--- src/common/ctc_defs.svh ---
// Timing constants of the coax transceiver control block.
`ifndef CTC_DEFS_SVH
`define CTC_DEFS_SVH

// ==========================================================================
// Clock
`define CTC_CLK_NS        25

// ==========================================================================
// Times as given, in their own unit
`define CTC_RX_LOWMIN_NS  25
`define CTC_RX_LOWMAX_NS  100
`define CTC_RX_ON_MAX_NS  500
`define CTC_RX_OFF_NS     250
`define CTC_TX_ON_NS      25
`define CTC_TX_OFF_NS     150
`define CTC_COL_ON_MAX_NS 700
`define CTC_COL_HALF_NS   50
`define CTC_COL_TAIL_NS   170
`define CTC_HB_DELAY_NS   1000
`define CTC_HB_WIDTH_NS   1000
`define CTC_UNJAB_NS      450
`define CTC_JAB_MS        30
`define CTC_POR_MS        400
`define CTC_DISC_MS       800
`define CTC_ANN_MS        400

// ==========================================================================
// Cycle counts; least times round up, transmit off gets one cycle over its floor, longest times round down
`define CTC_CEIL(t)       (((t) + `CTC_CLK_NS - 1) / `CTC_CLK_NS)
`define CTC_RX_LOWMIN_CYC `CTC_CEIL(`CTC_RX_LOWMIN_NS)
`define CTC_RX_LOWMAX_CYC (`CTC_RX_LOWMAX_NS / `CTC_CLK_NS)
`define CTC_RX_ON_MAX_CYC (`CTC_RX_ON_MAX_NS / `CTC_CLK_NS)
`define CTC_RX_OFF_CYC    `CTC_CEIL(`CTC_RX_OFF_NS)
`define CTC_TX_ON_CYC     `CTC_CEIL(`CTC_TX_ON_NS)
`define CTC_TX_OFF_CYC    ((`CTC_TX_OFF_NS / `CTC_CLK_NS) + 1)
`define CTC_COL_ON_CYC    (`CTC_COL_ON_MAX_NS / `CTC_CLK_NS)
`define CTC_COL_HALF_CYC  (`CTC_COL_HALF_NS / `CTC_CLK_NS)
`define CTC_COL_TAIL_CYC  `CTC_CEIL(`CTC_COL_TAIL_NS)
`define CTC_HB_DELAY_CYC  (`CTC_HB_DELAY_NS / `CTC_CLK_NS)
`define CTC_HB_WIDTH_CYC  (`CTC_HB_WIDTH_NS / `CTC_CLK_NS)
`define CTC_UNJAB_CYC     `CTC_CEIL(`CTC_UNJAB_NS)
`define CTC_MS_CYC(m)     ((m) * (1000000 / `CTC_CLK_NS))
`define CTC_JAB_CYC       `CTC_MS_CYC(`CTC_JAB_MS)
`define CTC_POR_CYC       `CTC_MS_CYC(`CTC_POR_MS)
`define CTC_DISC_CYC      `CTC_MS_CYC(`CTC_DISC_MS)
`define CTC_ANN_CYC       `CTC_MS_CYC(`CTC_ANN_MS)

// ==========================================================================
// Synchronised pin positions
`define CTC_PIN_N         7
`define CTC_PIN_RXDAT     0
`define CTC_PIN_RXLVL     1
`define CTC_PIN_COLLVL    2
`define CTC_PIN_TXNEG     3
`define CTC_PIN_UVOK      4
`define CTC_PIN_DISC      5
`define CTC_PIN_HBSTRAP   6
`define CTC_FIFO_DEPTH    16

`endif

--- src/common/ctc_pkg.sv ---
// Types shared by the coax transceiver control block.
package ctc_pkg;

  // ========================================================================
  // State encodings
  typedef enum logic [1:0] {
    CTC_RX_IDLE = 2'h0,
    CTC_RX_LOW  = 2'h1,
    CTC_RX_ON   = 2'h2
  } ctc_rx_st_t;

  typedef enum logic [1:0] {
    CTC_TX_IDLE = 2'h0,
    CTC_TX_ON   = 2'h1,
    CTC_TX_JAB  = 2'h2,
    CTC_TX_UNJ  = 2'h3
  } ctc_tx_st_t;

  typedef enum logic [1:0] {
    CTC_HB_IDLE  = 2'h0,
    CTC_HB_WAIT  = 2'h1,
    CTC_HB_BURST = 2'h2
  } ctc_hb_st_t;

  // ========================================================================
  // Complete state of the top module
  typedef struct packed {
    logic [6:0]  s1;
    logic [6:0]  s2;
    logic [6:0]  s3;
    logic [6:0]  flt;
    ctc_rx_st_t  rx_st;
    logic [4:0]  rx_cnt;
    ctc_tx_st_t  tx_st;
    logic [4:0]  tx_cnt;
    logic [25:0] jab_cnt;
    ctc_hb_st_t  hb_st;
    logic [5:0]  hb_cnt;
    logic        osc_act;
    logic [1:0]  osc_cnt;
    logic [3:0]  tail_cnt;
    logic [25:0] por_cnt;
    logic        por_done;
    logic [25:0] disc_cnt;
    logic        disc_on;
    logic [25:0] ann_cnt;
    logic        rx_out;
    logic        rx_oe_n;
    logic        col_out;
    logic        col_oe_n;
    logic        tx_drive;
    logic        tx_en;
    logic        aui_pwr;
  } ctc_state_t;

endpackage

--- src/common/ctc_stream_if.sv ---
// Valid/ready stream carrier between the control logic and its FIFO.
`timescale 1ns/1ps
interface ctc_stream_if #(parameter int W = 1);
  logic         valid;
  logic         ready;
  logic [W-1:0] data;
  modport src (output valid, output data, input ready);
  modport snk (input valid, input data, output ready);
endinterface

--- src/rtl/ctc_fifo.sv ---
// Receive data FIFO with valid/ready on both sides.
`timescale 1ns/1ps
module ctc_fifo #(
  parameter int W = 1,
  parameter int D = 16
) (
  input  wire logic   core_clk_i,
  input  wire logic   rst_n_i,
  ctc_stream_if.snk   wr,
  ctc_stream_if.src   rd
);
  localparam int AW = $clog2(D);

  typedef struct packed {
    logic [AW-1:0] wp;
    logic [AW-1:0] rp;
    logic [AW:0]   cnt;
  } ctc_fifo_st_t;

  ctc_fifo_st_t st_reg;
  ctc_fifo_st_t st_next;
  logic [W-1:0] mem [D];
  logic         push;
  logic         pop;

  if (D < 2 || (1 << AW) != D) begin : g_chk
    $error("FIFO depth must be a power of two of at least 2.");
  end

  assign wr.ready = (st_reg.cnt != (AW+1)'(D));
  assign rd.valid = (st_reg.cnt != '0);
  assign rd.data  = mem[st_reg.rp];
  assign push     = wr.valid & wr.ready;
  assign pop      = rd.valid & rd.ready;

  always_comb begin
    st_next = st_reg;
    if (push) begin
      st_next.wp = st_reg.wp + 1'b1;
    end
    if (pop) begin
      st_next.rp = st_reg.rp + 1'b1;
    end
    st_next.cnt = st_reg.cnt + (AW+1)'(push) - (AW+1)'(pop);
  end

  always_ff @(posedge core_clk_i or negedge rst_n_i) begin
    if (!rst_n_i) begin
      st_reg <= '0;
    end else begin
      st_reg <= st_next;
    end
  end

  // Memory has no reset; only written words are ever read.
  always_ff @(posedge core_clk_i) begin
    if (push) begin
      mem[st_reg.wp] <= wr.data;
    end
  end
endmodule

--- src/rtl/ctc_top.sv ---
// Control logic of a coaxial 10 Mb/s transceiver.
`timescale 1ns/1ps
`include "ctc_defs.svh"
// Function
// [RL1] Receive on after squelch level and timed 01.
// [RL2] Receive turn-on within 500 ns.
// [RL3] Receive off after 250 ns steady high.
// [RL4] AUI drivers powered only when active.
// [RL5] Transmit on after qualified 01 start.
// [RL6] Transmit off after 150 ns without excursion.
// [RL7] Collision level drives 10 MHz burst.
// [RL8] Collision indication within 700 ns.
// [RL9] Burst starts low, ends high over 170 ns.
// [RL10] Collision flagged regardless of local transmit.
// [RL11] Heartbeat burst 1 us after transmit end.
// [RL12] Strap tied low suppresses heartbeat.
// [RL13] Transmit inhibited after 30 ms active.
// [RL14] Jabber collision through packet plus unjab.
// [RL15] Undervoltage keeps both squelches asserted.
// [RL16] Power-up: 400 ms silent and disabled.
// [RL17] Disconnect 800 ms: squelch, drivers high impedance.
// [RL18] Disconnect announced 400 ms, reconnect silent.
// [RL19] No transmit to receive internal path.
// [RL20] All timing counted on one clock.
module ctc_top #(
  parameter int JAB_CYC  = `CTC_JAB_CYC,
  parameter int POR_CYC  = `CTC_POR_CYC,
  parameter int DISC_CYC = `CTC_DISC_CYC,
  parameter int ANN_CYC  = `CTC_ANN_CYC,
  parameter int FIFO_D   = `CTC_FIFO_DEPTH
) (
  input  wire logic core_clk_i,
  input  wire logic rst_n_i,
  input  wire logic cable_sense_in_i,
  input  wire logic receive_squelch_threshold_i,
  input  wire logic collision_level_i,
  input  wire logic tx_neg_excursion_i,
  input  wire logic undervoltage_threshold_i,
  input  wire logic disconnect_threshold_i,
  input  wire logic heartbeat_strap_i,
  output logic      rx_pair_out_o,
  output logic      rx_pair_oe_n_o,
  output logic      collision_pair_out_o,
  output logic      collision_pair_oe_n_o,
  output logic      cable_drive_out_o,
  output logic      tx_enable_o,
  output logic      aui_power_o
);
  import ctc_pkg::*;

  // ==========================================================================
  // Constants and elaboration checks
  localparam int RXOFF = `CTC_RX_OFF_CYC;
  localparam int TXOFF = `CTC_TX_OFF_CYC;
  localparam int LOMIN = `CTC_RX_LOWMIN_CYC;
  localparam int LOMAX = `CTC_RX_LOWMAX_CYC;
  localparam int HALF  = `CTC_COL_HALF_CYC;
  localparam int TAIL  = `CTC_COL_TAIL_CYC;
  localparam int HBDLY = `CTC_HB_DELAY_CYC;
  localparam int HBW   = `CTC_HB_WIDTH_CYC;
  localparam int UNJAB = `CTC_UNJAB_CYC;

  if (JAB_CYC < 2 || POR_CYC < 2 || DISC_CYC < 2 || ANN_CYC < 2 ||
      JAB_CYC >= (1 << 26) || POR_CYC >= (1 << 26) ||
      DISC_CYC >= (1 << 26) || ANN_CYC >= (1 << 26)) begin : g_chk
    $error("Long counts must lie between 2 and 2**26-1.");
  end

  ctc_state_t st_reg;
  ctc_state_t st_next;
  logic [`CTC_PIN_N-1:0] pins;

  ctc_stream_if #(.W(1)) fin ();
  ctc_stream_if #(.W(1)) fout ();

  ctc_fifo #(
    .W (1),
    .D (FIFO_D)
  ) u_fifo (
    .core_clk_i (core_clk_i),
    .rst_n_i    (rst_n_i),
    .wr         (fin.snk),
    .rd         (fout.src)
  );

  assign pins = {heartbeat_strap_i, disconnect_threshold_i,
                 undervoltage_threshold_i, tx_neg_excursion_i,
                 collision_level_i, receive_squelch_threshold_i,
                 cable_sense_in_i};

  // ==========================================================================
  // Decoded conditions
  logic sq_ok;
  logic col_req;
  logic jab_col;

  // Squelch is lifted only after power-up, above lockout, cable present.
  assign sq_ok = st_reg.por_done & st_reg.flt[`CTC_PIN_UVOK] &
                 ~st_reg.disc_on;  // see RL15 see RL16 see RL17
  assign jab_col = (st_reg.tx_st == CTC_TX_JAB) |
                   (st_reg.tx_st == CTC_TX_UNJ);  // see RL14
  // Cable level is watched regardless of what the local DTE is doing.
  assign col_req = st_reg.por_done & st_reg.flt[`CTC_PIN_UVOK] &
                   ((~st_reg.disc_on & st_reg.flt[`CTC_PIN_COLLVL]) |
                    (st_reg.hb_st == CTC_HB_BURST) | jab_col |
                    (st_reg.ann_cnt != '0));  // see RL10 see RL18

  // Received data only ever comes from the cable sense pin.
  assign fin.valid  = (st_reg.rx_st == CTC_RX_ON);  // see RL19
  assign fin.data   = st_reg.flt[`CTC_PIN_RXDAT];
  // Draining stalls while squelched; CTC_RX_ON ends a cycle later, so the FIFO holds two words at most.
  assign fout.ready = sq_ok;

  // ==========================================================================
  // Next-state logic
  always_comb begin
    st_next = st_reg;

    // Three-stage synchroniser; a change counts when stages two and three
    // agree.
    st_next.s1 = pins;
    st_next.s2 = st_reg.s1;
    st_next.s3 = st_reg.s2;
    for (int i = 0; i < `CTC_PIN_N; i++) begin
      if (st_reg.s2[i] == st_reg.s3[i]) begin
        st_next.flt[i] = st_reg.s3[i];
      end
    end

    // Power-up hold-off.
    if (!st_reg.por_done) begin  // see RL16 see RL20
      st_next.por_cnt = st_reg.por_cnt + 26'h1;
      if (st_reg.por_cnt == 26'(POR_CYC - 1)) begin
        st_next.por_done = 1'b1;
      end
    end

    // Disconnect detection with announcement on entering disconnect only.
    if (st_reg.flt[`CTC_PIN_DISC] && st_reg.por_done) begin
      if (!st_reg.disc_on) begin
        st_next.disc_cnt = st_reg.disc_cnt + 26'h1;
        if (st_reg.disc_cnt == 26'(DISC_CYC - 1)) begin
          st_next.disc_on = 1'b1;  // see RL17
          st_next.ann_cnt = 26'(ANN_CYC);  // see RL18
        end
      end
    end else begin
      st_next.disc_cnt = '0;
      st_next.disc_on  = 1'b0;
    end
    if (st_reg.ann_cnt != '0) begin
      st_next.ann_cnt = st_reg.ann_cnt - 26'h1;
    end

    // Receive squelch: level plus a correctly timed 01 start.
    unique case (st_reg.rx_st)
      CTC_RX_IDLE: begin
        st_next.rx_cnt = '0;
        if (sq_ok && st_reg.flt[`CTC_PIN_RXLVL] &&
            !st_reg.flt[`CTC_PIN_RXDAT]) begin
          st_next.rx_st  = CTC_RX_LOW;  // see RL1
          st_next.rx_cnt = 5'h1;
        end
      end
      CTC_RX_LOW: begin
        if (!sq_ok || !st_reg.flt[`CTC_PIN_RXLVL]) begin
          st_next.rx_st = CTC_RX_IDLE;
        end else if (!st_reg.flt[`CTC_PIN_RXDAT]) begin
          // An overlong low saturates here instead of re-arming from idle,
          // so its trailing part can never pass as a timed 01 start.
          if (st_reg.rx_cnt <= 5'(LOMAX)) begin
            st_next.rx_cnt = st_reg.rx_cnt + 5'h1;
          end
        end else if (st_reg.rx_cnt >= 5'(LOMIN) &&
                     st_reg.rx_cnt <= 5'(LOMAX)) begin
          st_next.rx_st  = CTC_RX_ON;  // see RL1 see RL2
          st_next.rx_cnt = '0;
        end else begin
          st_next.rx_st = CTC_RX_IDLE;
        end
      end
      CTC_RX_ON: begin
        if (!st_reg.flt[`CTC_PIN_RXDAT]) begin
          st_next.rx_cnt = '0;
        end else begin
          st_next.rx_cnt = st_reg.rx_cnt + 5'h1;
        end
        if (!sq_ok || !st_reg.flt[`CTC_PIN_RXLVL] ||
            (st_reg.flt[`CTC_PIN_RXDAT] &&
             st_reg.rx_cnt == 5'(RXOFF - 1))) begin
          st_next.rx_st = CTC_RX_IDLE;  // see RL3
        end
      end
      default: begin
        st_next.rx_st = CTC_RX_IDLE;
      end
    endcase

    // Transmit squelch and jabber.
    unique case (st_reg.tx_st)
      CTC_TX_IDLE: begin
        st_next.tx_cnt  = '0;
        st_next.jab_cnt = '0;
        if (sq_ok && st_reg.flt[`CTC_PIN_TXNEG]) begin
          st_next.tx_st = CTC_TX_ON;  // see RL5
        end
      end
      CTC_TX_ON, CTC_TX_JAB: begin
        st_next.tx_cnt = st_reg.flt[`CTC_PIN_TXNEG] ? 5'h0 :
                         st_reg.tx_cnt + 5'h1;
        st_next.jab_cnt = st_reg.jab_cnt + 26'h1;
        if (st_reg.tx_st == CTC_TX_ON &&
            st_reg.jab_cnt == 26'(JAB_CYC - 1)) begin
          st_next.tx_st = CTC_TX_JAB;  // see RL13
        end
        if (!st_reg.flt[`CTC_PIN_TXNEG] &&
            st_reg.tx_cnt == 5'(TXOFF - 1)) begin
          st_next.tx_cnt = '0;
          if (st_reg.tx_st == CTC_TX_JAB) begin
            st_next.tx_st = CTC_TX_UNJ;  // see RL14
          end else begin
            st_next.tx_st = CTC_TX_IDLE;  // see RL6
            if (st_reg.flt[`CTC_PIN_HBSTRAP]) begin
              st_next.hb_st  = CTC_HB_WAIT;  // see RL11 see RL12
              st_next.hb_cnt = '0;
            end
          end
        end else if (!sq_ok) begin
          st_next.tx_st = CTC_TX_IDLE;  // see RL15
        end
      end
      CTC_TX_UNJ: begin
        st_next.tx_cnt = st_reg.tx_cnt + 5'h1;
        if (st_reg.tx_cnt == 5'(UNJAB - 1)) begin
          st_next.tx_st = CTC_TX_IDLE;  // see RL14
        end
      end
    endcase

    // Heartbeat: wait, then one burst window.
    unique case (st_reg.hb_st)
      CTC_HB_IDLE: begin
        st_next.hb_cnt = '0;
      end
      CTC_HB_WAIT: begin
        st_next.hb_cnt = st_reg.hb_cnt + 6'h1;
        if (st_reg.hb_cnt == 6'(HBDLY - 1)) begin
          st_next.hb_st  = CTC_HB_BURST;  // see RL11
          st_next.hb_cnt = '0;
        end
      end
      CTC_HB_BURST: begin
        st_next.hb_cnt = st_reg.hb_cnt + 6'h1;
        if (st_reg.hb_cnt == 6'(HBW - 1)) begin
          st_next.hb_st = CTC_HB_IDLE;
        end
      end
      default: begin
        st_next.hb_st = CTC_HB_IDLE;
      end
    endcase

    // 10 MHz burst generator. A burst only ends on a high half so the
    // tail always follows a rising edge.
    if (st_reg.osc_act) begin
      st_next.osc_cnt = st_reg.osc_cnt + 2'h1;
      st_next.col_out = (st_next.osc_cnt >= 2'(HALF));  // see RL7
      if (!col_req && st_reg.osc_cnt == 2'(2 * HALF - 1)) begin
        st_next.osc_act  = 1'b0;
        st_next.col_out  = 1'b1;
        st_next.tail_cnt = 4'(TAIL);  // see RL9
      end
    end else if (st_reg.tail_cnt != '0) begin
      st_next.tail_cnt = st_reg.tail_cnt - 4'h1;
    end else if (col_req) begin
      st_next.osc_act = 1'b1;  // see RL8
      st_next.osc_cnt = '0;
      st_next.col_out = 1'b0;  // see RL9
    end

    // Registered pin outputs.
    st_next.aui_pwr  = (st_next.rx_st == CTC_RX_ON) | st_next.osc_act |
                       (st_next.tail_cnt != '0) | fout.valid;  // see RL4
    st_next.rx_out   = (fout.valid && sq_ok) ? fout.data : 1'b1;
    st_next.rx_oe_n  = ~(st_next.aui_pwr & ~st_next.disc_on);  // see RL17
    st_next.col_oe_n = ~((st_next.osc_act | (st_next.tail_cnt != '0)) &
                         (~st_next.disc_on | st_next.ann_cnt != '0));
    st_next.tx_en    = (st_next.tx_st == CTC_TX_ON);  // see RL13
    st_next.tx_drive = st_next.tx_en & st_reg.flt[`CTC_PIN_TXNEG];
  end

  always_ff @(posedge core_clk_i or negedge rst_n_i) begin
    if (!rst_n_i) begin
      st_reg          <= '0;
      st_reg.rx_out   <= 1'b1;
      st_reg.col_out  <= 1'b1;
      st_reg.rx_oe_n  <= 1'b1;
      st_reg.col_oe_n <= 1'b1;
    end else begin
      st_reg <= st_next;
    end
  end

  assign rx_pair_out_o         = st_reg.rx_out;
  assign rx_pair_oe_n_o        = st_reg.rx_oe_n;
  assign collision_pair_out_o  = st_reg.col_out;
  assign collision_pair_oe_n_o = st_reg.col_oe_n;
  assign cable_drive_out_o     = st_reg.tx_drive;
  assign tx_enable_o           = st_reg.tx_en;
  assign aui_power_o           = st_reg.aui_pwr;
endmodule

--- config.mk ---
export PLATFORM = sky130hd
export DESIGN_NAME = ctc_top
export DESIGN_NICKNAME = d
export VERILOG_FILES = /design/src/common/ctc_pkg.sv /design/src/common/ctc_stream_if.sv /design/src/rtl/ctc_fifo.sv /design/src/rtl/ctc_top.sv
export VERILOG_INCLUDE_DIRS = /design/src /design/src/common
export SDC_FILE = /design/constraint.sdc
export NUM_CORES = 1
export LEC_CHECK = 0
export CORE_UTILIZATION = 45
export CTS_BUF_LIST = sky130_fd_sc_hd__clkbuf_8
export DETAILED_ROUTE_END_ITERATION = 7
export DONT_BUFFER_PORTS = 1
export PLACE_DENSITY_LB_ADDON = 0.3
export SLEW_MARGIN = 10
export SYNTH_ARGS = -nofsm -noshare
export SYNTH_HDL_FRONTEND = slang
export SYNTH_SLANG_ARGS = --single-unit
--- constraint.sdc ---
create_clock -name core_clk_i -period 3.32 [get_ports core_clk_i]
set_input_delay 0.498 -clock core_clk_i [delete_from_list [all_inputs] [get_ports core_clk_i]]
set_output_delay 0.498 -clock core_clk_i [all_outputs]
set_load 0.02 [all_outputs]
=== Yosys cells after proc, flatten, opt, wreduce, memory -nomap -nowiden ===
Memory sizes are Yosys's and may differ from the RTL's.
Index checks and enable logic that the tools add are counted.

* $add $sub $neg: 13
* Multipliers: 0
* Divide/modulo/power cells: 0
* Magnitude comparators: 3
* Eq/ne operators: 31
* Shift-type cells: 0
* Mux-type cells: 50
* Bitwise operators: 22
* Reductions and logical operators: 35

{| class="wikitable"
|+ Operators by type and width
! cell !! count
|-
| adder 26 x 1 -> 26 bit, second input constant || 3
|-
| 2-to-1 mux 27 bit || 2
|-
| 2-to-1 mux 53 bit || 1
|-
| 2-to-1 mux 26 bit || 2
|-
| one-hot mux 26 bit (2 select lines) || 1
|-
| nonzero test 26 bit || 2
|-
| 2-to-1 mux 8 bit || 5
|-
| 2-to-1 mux 5 bit || 7
|-
| == test 26 x 21 -> 1 bit, second input constant || 1
|-
| == test 26 x 24 -> 1 bit, second input constant || 1
|-
| == test 26 x 25 -> 1 bit, second input constant || 1
|-
| subtractor 26 x 1 -> 26 bit, second input constant || 1
|-
| 2-to-1 mux 2 bit || 11
|-
| one-hot mux 7 bit (3 select lines) || 1
|-
| nonzero test 4 bit || 5
|-
| one-hot mux 6 bit (3 select lines) || 1
|-
| one-hot mux 5 bit (3 select lines) || 1
|-
| 2-to-1 mux 7 bit || 2
|-
| == test 2 bit, second input constant || 6
|-
| one-hot mux 2 bit (3 select lines) || 2
|-
| adder 5 x 1 -> 5 bit, second input constant || 2
|-
| logical AND 1 bit || 10
|-
| 2-to-1 mux 1 bit || 10
|-
| bitwise AND 1 bit || 9
|-
| other kinds (32) || 67
|}

* Register bits after elaboration: 183
* Bits in latches: 0
* Bits in writable memories: 16
* Memory bits (read-only): 0
* Input bits: 9
* Output and inout bits: 7
* Word-level logic and storage cells: 190
* Memories: 1

{| class="wikitable"
|+ Memories
! memory !! depth !! width !! read ports !! clocked after Yosys merged registers in !! write ports !! line !! text
|-
| u_fifo.mem || 16 || 1 || 1 || 0 || 1 || ctc_fifo.sv:22 || <nowiki>logic [W-1:0] mem [D];</nowiki>
|}

=== Logic depth before layout (Yosys ltp) ===
Gate-level depths: netlist (run 1).

* Depth in word-level cells: 15
* Gate-level depth with buffers: 15
* Gate-level depth less buffers: 15

=== By module ===
Synthesis (run 1) repeated with hierarchy kept, for this count alone.

* Cells, all modules: 913
* Area total of the unflattened synthesis: 9562.9 um2

{| class="wikitable"
|+ By module, submodules not included
! module !! times used !! cells an instance !! area an instance (um2) !! seq. area each (um2)
|-
| ctc_top || 1 || 795 || 8107.8 || 4259.1
|-
| ctc_fifo || 1 || 118 || 1455.1 || 805.8
|}

=== Worst setup path before layout (run 1) ===
No wires, ideal clock.

* Path kind: register to register
* Start: register st_reg[27] in the netlist's numbering
* End: register st_reg (netlist bit collision_pair_oe_n_o)
* Setup time: 0.097 ns
* Data arrival time: 2.756 ns
* Required time: 3.223 ns
* Path slack: 0.466 ns
* Stages on the path, launching flop included: 8
* Path buffers: 0
* Period minus slack after synthesis: 2.854 ns
* Path through: dfrtp_1 > or4_4 > or4_1 > nor4_1 > mux2_2 > a211o_1 > or4_1 > o41ai_2

{| class="wikitable"
|+ RTL lines
! what !! line !! text
|-
| start: declaration || ctc_top.sv:69 || <nowiki>ctc_state_t st_reg;</nowiki>
|-
| start signal: assignment || ctc_top.sv:300 || <nowiki>st_reg <= st_next;</nowiki>
|}

==> results.md, run 1 <==
* Outcome: complete, but fails checks
* Failing checks: negative hold slack
* Detailed Route Iter0 Violations at 273
* Starting density of the core at 0.4580
* Cell Count, Final, Fillers Out at 1203
* Nets at 962
* CP max FO at 10
* Worst-Skew Late Latency at 0.47 ns
* Sw Pwr at 0.9081 mW
* Commonest non-fill, non-tap cell in the layout: dfrtp_1
* DRT Pass-1 Iters at 5
* Pint at 3.119 mW
* Final Power at 4.027 mW
* Max-slew headroom at 0.5216
* Worst Tran Pin Value at 0.7176 ns
* Final setup fails at 0
* CP startpoint kind: register
* Logic pwr share at 0.003
* Die width at 148.3 um
* Maximum clock rate at 0.3195 GHz
* Max-slew violations at 0
* Synth Area per Inst at 10.66 sq um
* Diodes inserted at 0
* Total congestion overflow at 0
* Largest net degree at the start of global routing at 184
* Leading area contributor after synthesis: dfrtp_1
* CTS sink cnt at 199
* Yosys cell types at 71
* Yosys warnings at 0
* Clk network pwr share at 0.377
* Residual DRC at 0
* Final Cell Area at 10380 sq um
* Post-route ant nets at 0
* Cells after DPL at 1169
* Pre-CTS setup slack at 0.2219 ns
* RSZ-0062 raised after global routing: false
* P_leak at 4.617 nW
* Top cell type's share of synthesized area at 0.4652
* Sw Ratio at 0.2255
* Max Root-Sink Buffers at 2
* Root buf cell: clkbuf_8
* Max-cap violations at 0
* Pwr Density at 388.0 nW/um^2
* Final core occ at 0.4937
* Setup_tns at 0 ns
* CP arrival at 3.49 ns
* Syn Nets at 950
* Critical Path RT at 3.68 ns
* Die Ht at 148.3 um
* Via-to-Cell Ratio at 5.276
* CTS tree: done
* Num CTS Buffers at 17
* Post-synthesis cell area at 9628 sq um
* Flop pwr share at 0.620
* Kind of end point of the critical path: register
* Yosys reg bits at 199
* Clk slew on worst S/H paths at 0.11 ns
* WL per Instance at 14.06 um
* Post-synth top flop: dfrtp_1
* Routed wire length at 16.92 mm
* Placer Congestion at 0.7947
* Fin crit share at 0.9428
* Initial antenna violation count at 0
* Vias at 6347
* Input/output buffers at 0
* GRT Overall Usage at 0.1665
* H-Tree Depth at 4
* Core area at 21020 sq um
* Setup ws final at 0.1898 ns
* Commonest cells after routing, fill and taps aside: dfrtp_1 (179), nor2_1 (111), nand2_1 (66)
* Min cycle time layout at 3.130 ns
* EDFF count, synth at 16
* Fin Hold WS at -0.2874 ns
* Top cells by area, synth: dfrtp_1 (47%), edfxtp_1 (5.0%), ha_1 (4.8%)
* Type of the most critical hold path: in2async
* Layout cells sized above 1 at 0.07651
* # IOs at 16
* Die ar. at 21980 sq um
* Asr flop ratio synth at 0.9196
* Final hold violations at 183
* Standard-cell row count at 53
* Dpl cell area at 9970 sq um
* Mapped Cells at 903
* Final Skew at 0.01555 ns
* IR drop worst, VDD at 0.2295 mV
* Number of global-route vias before repair at 6194
* P&R area growth vs syn at 7.785%
* CP Class: reg2reg
* Global-route wire length before repair at 29.45 mm
* Largest register FFs at 148
* Post-synthesis sequential area ratio at 0.5261
* Post-DP HPWL at 11.67 mm
==> power by group through the flow <==
stage               clock network, mW  registers (mW)  logic [mW]
finish                           1.52            2.50      0.0121
detailed placement                  0            2.55      0.0106
global placement                    0            2.54      0.0100
global route                     1.69            2.50      0.0139
floorplan                           0            2.53      0.0121
CTS                              1.59            2.50      0.0105
==> worst paths after layout <==
| path | start | end | slack (ns) | cells after the start |
|---|---|---|---|---|
| max in group asynchronous | rst_n_i | rx_pair_out_o | 3.31 | 0 |
| hold reg to reg | st_next[161] | st_next[154] | 0.36 | 0 |
| hold / removal | rst_n_i | st_reg[114] | -0.29 | 0 |
| setup reg to reg | st_reg[7] | collision_pair_oe_n_o | 0.19 | 9 |
| min in group core_clk_i | tx_neg_excursion_i | st_next[159] | 0.05 | 0 |
| setup / recovery | st_reg[7] | collision_pair_oe_n_o | 0.19 | 9 |
==> cell type report <==
class / instances / area [sq um]
multi-input combinational: 647 / 4348
clock buffer: 18 / 247.7
clock inverter: 14 / 138.9
tap: 275 / 344.1
inverter: 39 / 146.4
timing repair buffer: 11 / 87.58
fill: 1883 / 10640
sequential: 199 / 5065
==> Yosys cell counts, drive strengths merged (5+ instances only) <==
library cell / instances
xnor2: 49
a31oi: 6
edfxtp: 16
xor2: 46
nor3: 29
inv: 39
o31ai: 6
ha: 37
nand4: 21
clkbuf: 15
dfrtp: 179
maj3: 7
mux2: 6
nand3: 45
a211oi: 7
nand2b: 8
a21oi: 21
a21o: 8
and4: 5
and3: 15
or4: 17
o21ai: 27
nand3b: 5
mux4: 5
nand2: 67
nor2b: 5
nor4: 9
nor2: 111
and2: 23
or3: 7
==> critical path: stages, from the launching register on <==
cell,delay (ns)
dfrtp_1,0.42
inv_1,0.10
ha_1,0.26
nor4b_4,0.39
nand2_4,0.16
or4_1,0.53
mux2i_1,0.21
o211ai_1,0.11
or4_1,0.55
o41ai_2,0.32
==> what timing repair did <==
action / in CTS / in global routing
gates resized for setup: 0 / 1
endpoints found under the hold margin: 183 / 185
setup buffers: 0 / 0
setup endpoints to repair: 0 / 1
==> kinds of logic after synthesis <==
group,synth area share
and+or+nand+nor,0.2110
buffers and inverters,0.02248
DFF,0.5261
muxes,0.02287
AOI/OAI and AO/OA,0.07369
adders and majority gates,0.05744
xor gates and xnor gates,0.08642
==> routing by layer <==
| layer | routed length, um | GRT usage | vias up |
|---|---|---|---|
| met5 | 0 | 0 | - |
| met4 | 286 | 0.05619 | 0 |
| met3 | 484 | 0.03620 | 19 |
| met2 | 7659 | 0.2582 | 60 |
| met1 | 8485 | 0.2314 | 3073 |
| li1 | - | - | 3195 |
No activity file was read; power rests on OpenSTA's default activity.
==> inputs of run 2 (changes only) <==
--- a/config.mk
+++ b/config.mk
@@ -11,6 +11,7 @@
 export DETAILED_ROUTE_END_ITERATION = 7
 export DONT_BUFFER_PORTS = 1
 export PLACE_DENSITY_LB_ADDON = 0.3
+export REMOVE_ABC_BUFFERS = 1
 export SLEW_MARGIN = 10
 export SYNTH_ARGS = -nofsm -noshare
 export SYNTH_HDL_FRONTEND = slang
==> run 2 against run 1 <==
Effect of this change:
- worst setup slack worse by 0.0055 ns
- wire length up 1.1%
- the run still ends with negative hold slack left
- largest power group unchanged
- hold slack worse by 0.0066 ns
- highest routed layer unchanged
- first-iteration DRC count up 29%
- clock skew down 0.0016 ns
==> results.md, run 2 (same netlist as run 1, synthesis figures left out) <==
* Failing checks: negative hold slack
* Routed wire length at 17.10 mm (+1.1%)
* Post-DP HPWL at 11.61 mm (-0.44%)
* Met3 usage at 0.03742 (+0.001227)
* Worst Tran Pin Value at 0.7517 ns (+0.03412 ns)
* WL per Instance at 14.13 um (+0.52%)
* Max-slew headroom at 0.4989 (-0.02275)
* Maximum clock rate at 0.3189 GHz (-0.17%)
* Area of the multi-input gates at 4349 sq um (about the same)
* Final Cell Area at 10480 sq um (+0.99%)
* Total congestion overflow at 0 (unchanged)
* Worst path slowest cell: or4_1
* IR drop worst, VDD at 0.3463 mV (+51%)
* Grt met2 use at 0.2667 (+0.008451)
* CP startpoint kind: register
* Core area at 21020 sq um (unchanged)
* P_leak at 4.664 nW (+1.0%)
* Die width at 148.3 um (unchanged)
* Worst-Skew Late Latency at 0.48 ns (about the same)
* Via-to-Cell Ratio at 5.294 (+0.35%)
* Largest net degree at the start of global routing at 184 (unchanged)
* GRT met1 Usage at 0.2353 (+0.003892)
* Num CTS Buffers at 17 (unchanged)
* Type of the most critical hold path: in2async
* Pwr Density at 397.0 nW/um^2 (+2.3%)
* Setup ws final at 0.1843 ns (-0.005487 ns)
* Final hold violations at 182 (-0.55%)
* Fin crit share at 0.9445 (+0.001653)
* Max Root-Sink Buffers at 2 (unchanged)
* Global-route wire length before repair at 30.14 mm (+2.3%)
* Die ar. at 21980 sq um (unchanged)
* Die Ht at 148.3 um (unchanged)
* Largest register FFs at 148 (unchanged)
* CP arrival at 3.51 ns (+0.02 ns)
* Cell repeated most along the worst path: or4_1
* Placer Congestion at 0.7891 (-0.70%)
* Detailed Route Iter0 Violations at 352 (+29%)
* Cell Count, Final, Fillers Out at 1210 (+0.58%)
* Reg area at 5065 sq um (unchanged)
* # IOs at 16 (unchanged)
* Residual DRC at 0 (unchanged)
* Dpl cell area at 9977 sq um (about the same)
* Clk slew on worst S/H paths at 0.10 ns (about the same)
* Max incr delay on CP at 0.55 ns (about the same)
* Layout cells sized above 1 at 0.07914 (+0.002636)
* Diodes inserted at 0 (unchanged)
* Root buf cell: clkbuf_8
* Busiest grt layer: met2
* Outcome: complete, but fails checks
* Kind of end point of the critical path: register
* Cell family with most CP delay: simple AND/OR/NAND/NOR gates
* DRT Pass-1 Iters at 4 (-1)
* P&R area growth vs syn at 8.850%
* GRT Overall Usage at 0.1696 (+0.003103)
* Fillers at 1926 (+2.3%)
* Cells after DPL at 1170 (+0.086%)
* Final Skew at 0.01397 ns (-0.001583 ns)
* Standard-cell row count at 53 (unchanged)
* Commonest non-fill, non-tap cell in the layout: dfrtp_1
* Commonest cells after routing, fill and taps aside: dfrtp_1 (179), nor2_1 (110), nand2_1 (66)
* Nets at 969 (+0.73%)
* Min cycle time layout at 3.136 ns (+0.005487 ns)
* R2r startpoint: st_reg[7]
* Input/output buffers at 0 (unchanged)
* Number of global-route vias before repair at 6321 (+2.1%)
* Final core occ at 0.4985 (+0.004881)
* Max-slew violations at 0 (unchanged)
* CTS sink cnt at 199 (unchanged)
* Critical Path RT at 3.70 ns (+0.02 ns)
* Initial antenna violation count at 0 (unchanged)
* CTS tree: done
* Setup_tns at 0 ns (unchanged)
* CP Cell Sequence: inv_1 -> ha_1 -> nor4b_4 -> nand2_4 -> or4_1 -> mux2i_1 -> o211ai_1 -> or4_1 -> o41ai_2
* Fin Hold WS at -0.2939 ns (-0.006565 ns)
* Max-cap violations at 0 (unchanged)
* CP Class: reg2reg
* Pre-CTS setup slack at 0.1342 ns (-0.08772 ns)
* Vias at 6406 (+0.93%)
* Final setup fails at 0 (unchanged)
* Starting density of the core at 0.4580 (unchanged)
* RSZ-0062 raised after global routing: false
* WP buf/inv at 1 (unchanged)
* Crit path launch: st_reg[7]
* H-Tree Depth at 4 (unchanged)
* Post-route ant nets at 0 (unchanged)
* Final Power at 4.161 mW (+3.3%)
* CP max FO at 10 (unchanged)
## run 2: cell type report
cell class                 instances  share of cell area
timing repair buffer              18             0.01457
clock inverter                    14             0.01671
clock buffer                      18             0.02364
tap                              275             0.03283
multi-input combinational        647              0.4150
inverter                          39             0.01397
sequential                       199              0.4833
## run 2: path summary, 6_finish.rpt
check                      slack [ns]  depth (start not counted)                     to
setup / recovery                 0.18                          9  collision_pair_oe_n_o
hold / removal                  -0.29                          0            st_reg[113]
setup reg to reg                 0.18                          9  collision_pair_oe_n_o
hold reg to reg                  0.36                          0           st_next[150]
max in group asynchronous        3.28                          0   collision_pair_out_o
min in group core_clk_i          0.36                          0           st_next[150]
## run 2: timing repair
item	4_1_cts	5_1_grt
resized for setup	0	1
endpoints found under the setup margin	0	1
hold endpoints to repair	184	189
buffers inserted	0	1
hold buffers	1	6
## run 2: routing by layer
layer	vias to the layer above	wire, um
li1	3206	-
met1	3143	8673
met2	47	7893
met3	10	391
met4	0	144
met5	-	0
## run 2: power by group
group | switching (mW) | total (mW) | internal (mW)
Sequential | 0.0231 | 2.50 | 2.47
Clock | 0.920 | 1.65 | 0.727
Combinational | 0.00378 | 0.0166 | 0.0128
==> inputs of run 3 (changes only) <==
--- a/config.mk
+++ b/config.mk
@@ -12,6 +12,7 @@
 export DONT_BUFFER_PORTS = 1
 export PLACE_DENSITY_LB_ADDON = 0.3
 export REMOVE_ABC_BUFFERS = 1
+export SETUP_SLACK_MARGIN = 0.4
 export SLEW_MARGIN = 10
 export SYNTH_ARGS = -nofsm -noshare
 export SYNTH_HDL_FRONTEND = slang
==> run 3 against run 2 <==
Effect of this change:
- the run still ends with negative hold slack left
- wire length grew 1.7%
- final area is 1.3% higher
- total power is essentially flat
- critical path depth fell by 2
==> results.md, run 3 (same netlist as run 1, synthesis figures left out) <==
* Worst-Skew Late Latency at 0.47 ns (about the same)
* CP max FO at 4 (-6)
* DRT Pass-1 Iters at 5 (+1)
* Logic pwr share at 0.004 (about the same)
* Number of global-route vias before repair at 6390 (+1.1%)
* Placer Congestion at 0.7891 (unchanged)
* Detailed Route Iter0 Violations at 363 (+3.1%)
* Fin Hold WS at -0.2888 ns (+0.005086 ns)
* Worst path slowest cell: or4_4
* Pre-CTS setup slack at 0.1342 ns (unchanged)
* Via-to-Cell Ratio at 5.299 (about the same)
* Standard-cell row count at 53 (unchanged)
* IR drop worst, VDD at 0.3464 mV (about the same)
* Sw Ratio at 0.2272 (-0.0004515)
* Final Skew at 0.01340 ns (-0.0005664 ns)
* Setup slack, reg-to-reg at 0.31 ns (+0.13 ns)
* RSZ-0062 raised after global routing: true
* Sw Pwr at 0.9449 mW (-0.25%)
* Post-route ant nets at 0 (unchanged)
* Kind of end point of the critical path: register
* Core area at 21020 sq um (unchanged)
* GRT Overall Usage at 0.1715 (+0.001956)
* Final hold violations at 182 (unchanged)
* Total congestion overflow at 0 (unchanged)
* Fin crit share at 0.9055 (-0.03901)
* Nets at 978 (+0.93%)
* Cells after DPL at 1170 (unchanged)
* P_leak at 4.730 nW (+1.4%)
* Maximum clock rate at 0.3326 GHz (+4.3%)
* Flop pwr share at 0.600 (about the same)
* Cell Count, Final, Fillers Out at 1219 (+0.74%)
* R2r startpoint: st_reg[25]
* Starting density of the core at 0.4580 (unchanged)
* Final setup fails at 0 (unchanged)
* Reg area at 5065 sq um (unchanged)
* Max-slew violations at 0 (unchanged)
* Max-cap violations at 0 (unchanged)
* Clk network pwr share at 0.396 (about the same)
* Commonest cells after routing, fill and taps aside: dfrtp_1 (179), nor2_1 (110), nand2_1 (66)
* Pint at 3.214 mW (about the same)
* Num CTS Buffers at 17 (unchanged)
* Diodes inserted at 0 (unchanged)
* Largest net degree at the start of global routing at 184 (unchanged)
* Worst r2r dst: collision_pair_oe_n_o
* Layout cells sized above 1 at 0.09746 (+0.01831)
* Commonest non-fill, non-tap cell in the layout: dfrtp_1
* Fillers at 1919 (-0.36%)
* Max-slew headroom at 0.4988 (about the same)
* Failing checks: negative hold slack
* CTS sink cnt at 199 (unchanged)
* Die Ht at 148.3 um (unchanged)
* Clk slew on worst S/H paths at 0.11 ns (about the same)
* FF-to-FF path depth at 7 (-2)
* Dpl cell area at 9977 sq um (unchanged)
* Residual DRC at 0 (unchanged)
* Die ar. at 21980 sq um (unchanged)
* P&R area growth vs syn at 10.21%
* Critical Path RT at 3.69 ns (about the same)
* Cell repeated most along the worst path: or4_4
* Final Cell Area at 10610 sq um (+1.3%)
* CP arrival at 3.38 ns (-0.13 ns)
* CP Cell Sequence: or4_4 -> or4_4 -> nor4_4 -> mux2_2 -> a211o_1 -> or4_1 -> o41ai_2
* Outcome: complete, but fails checks
* Die width at 148.3 um (unchanged)
* Max incr delay on CP at 0.57 ns (+0.02 ns)
* Global-route wire length before repair at 30.46 mm (+1.1%)
* H-Tree Depth at 4 (unchanged)
* # IOs at 16 (unchanged)
* Setup ws final at 0.3138 ns (+0.1295 ns)
* Post-DP HPWL at 11.61 mm (unchanged)
* CTS tree: done
* CP Class: reg2reg
* Vias at 6459 (+0.83%)
* Initial antenna violation count at 0 (unchanged)
* Min cycle time layout at 3.006 ns (-0.1295 ns)
* Root buf cell: clkbuf_8
* CP startpoint kind: register
* Largest register FFs at 148 (unchanged)
* Worst Tran Pin Value at 0.7518 ns (+0.0001207 ns)
* Max Root-Sink Buffers at 2 (unchanged)
* WL per Instance at 14.27 um (+0.98%)
* Pwr Density at 391.9 nW/um^2 (-1.3%)
* Input/output buffers at 0 (unchanged)
* Type of the most critical hold path: in2async
* Area of the multi-input gates at 4413 sq um (+1.5%)
* Setup_tns at 0 ns (unchanged)
* Routed wire length at 17.40 mm (+1.7%)
run 3: changes by cell type in the layout (fill, tap and decap cells not counted), moves of 2 or more:
| cell | delta |
|---|---|
| buf_4 | +9 |
| nor4_4 | +2 |
| or4_1 | -2 |
| or4_4 | +2 |
run 3: metal layers:
| layer | up-vias | track usage | routed length (um) |
|---|---|---|---|
| met1 | 3164 | 0.2359 | 8685 |
| met4 | 0 | 0.05155 | 138 |
| met3 | 14 | 0.03865 | 455 |
| met5 | - | 0 | 0 |
| li1 | 3217 | - | - |
| met2 | 64 | 0.2711 | 8121 |
run 3: layout make-up:
| type | instances | area share |
|---|---|---|
| flip-flops and latches | 199 | 0.4773 |
| multi-input cells | 647 | 0.4159 |
| repair buffers | 27 | 0.02075 |
| clock inverters | 14 | 0.01651 |
| clock buffers | 18 | 0.02335 |
| inverters | 39 | 0.01380 |
| well taps | 275 | 0.03243 |
run 3: critical path: cells and delay by family (launching register included):
kind | cells | cell delay [ns]
AOI/OAI and AO/OA | 2 | 0.54
DFF | 1 | 0.40
muxes | 1 | 0.37
and+or+nand+nor | 4 | 1.60
run 3: how the worst max path moves through the flow:
stage	depth (start not counted)	start	endpoint
after detailed placement	9	st_reg[7]	collision_pair_oe_n_o
after global routing	7	st_reg[25]	collision_pair_oe_n_o
after global placement	9	st_reg[7]	collision_pair_oe_n_o
final	7	st_reg[25]	collision_pair_oe_n_o
after CTS	7	st_reg[25]	collision_pair_oe_n_o
after floorplan	9	st_reg[7]	collision_pair_oe_n_o
run 3: power by group through the flow:
stage	Clock [mW]	Combinational, mW	Sequential (mW)
after global routing	1.80	0.0185	2.50
after detailed placement	0	0.0104	2.55
final	1.65	0.0166	2.50
after floorplan	0	0.00934	2.54
after CTS	1.71	0.0112	2.50
after global placement	0	0.00977	2.54
run 3: through the flow:
step	total power [mW]	util
finish	4.159	0.5048
global route	4.320	0.5048
CTS	4.215	0.4999
detailed placement	2.556	0.4746
global placement	2.555	0.4746
floorplan	2.546	-
run 3: timing repair:
item                                    4_1_cts  5_1_grt
buffers inserted                              9        1
gates resized for setup                       7        7
hold buffers                                  1        6
endpoints found under the hold margin       184      189
pin swaps                                     3        1
endpoints found under the setup margin        1        1
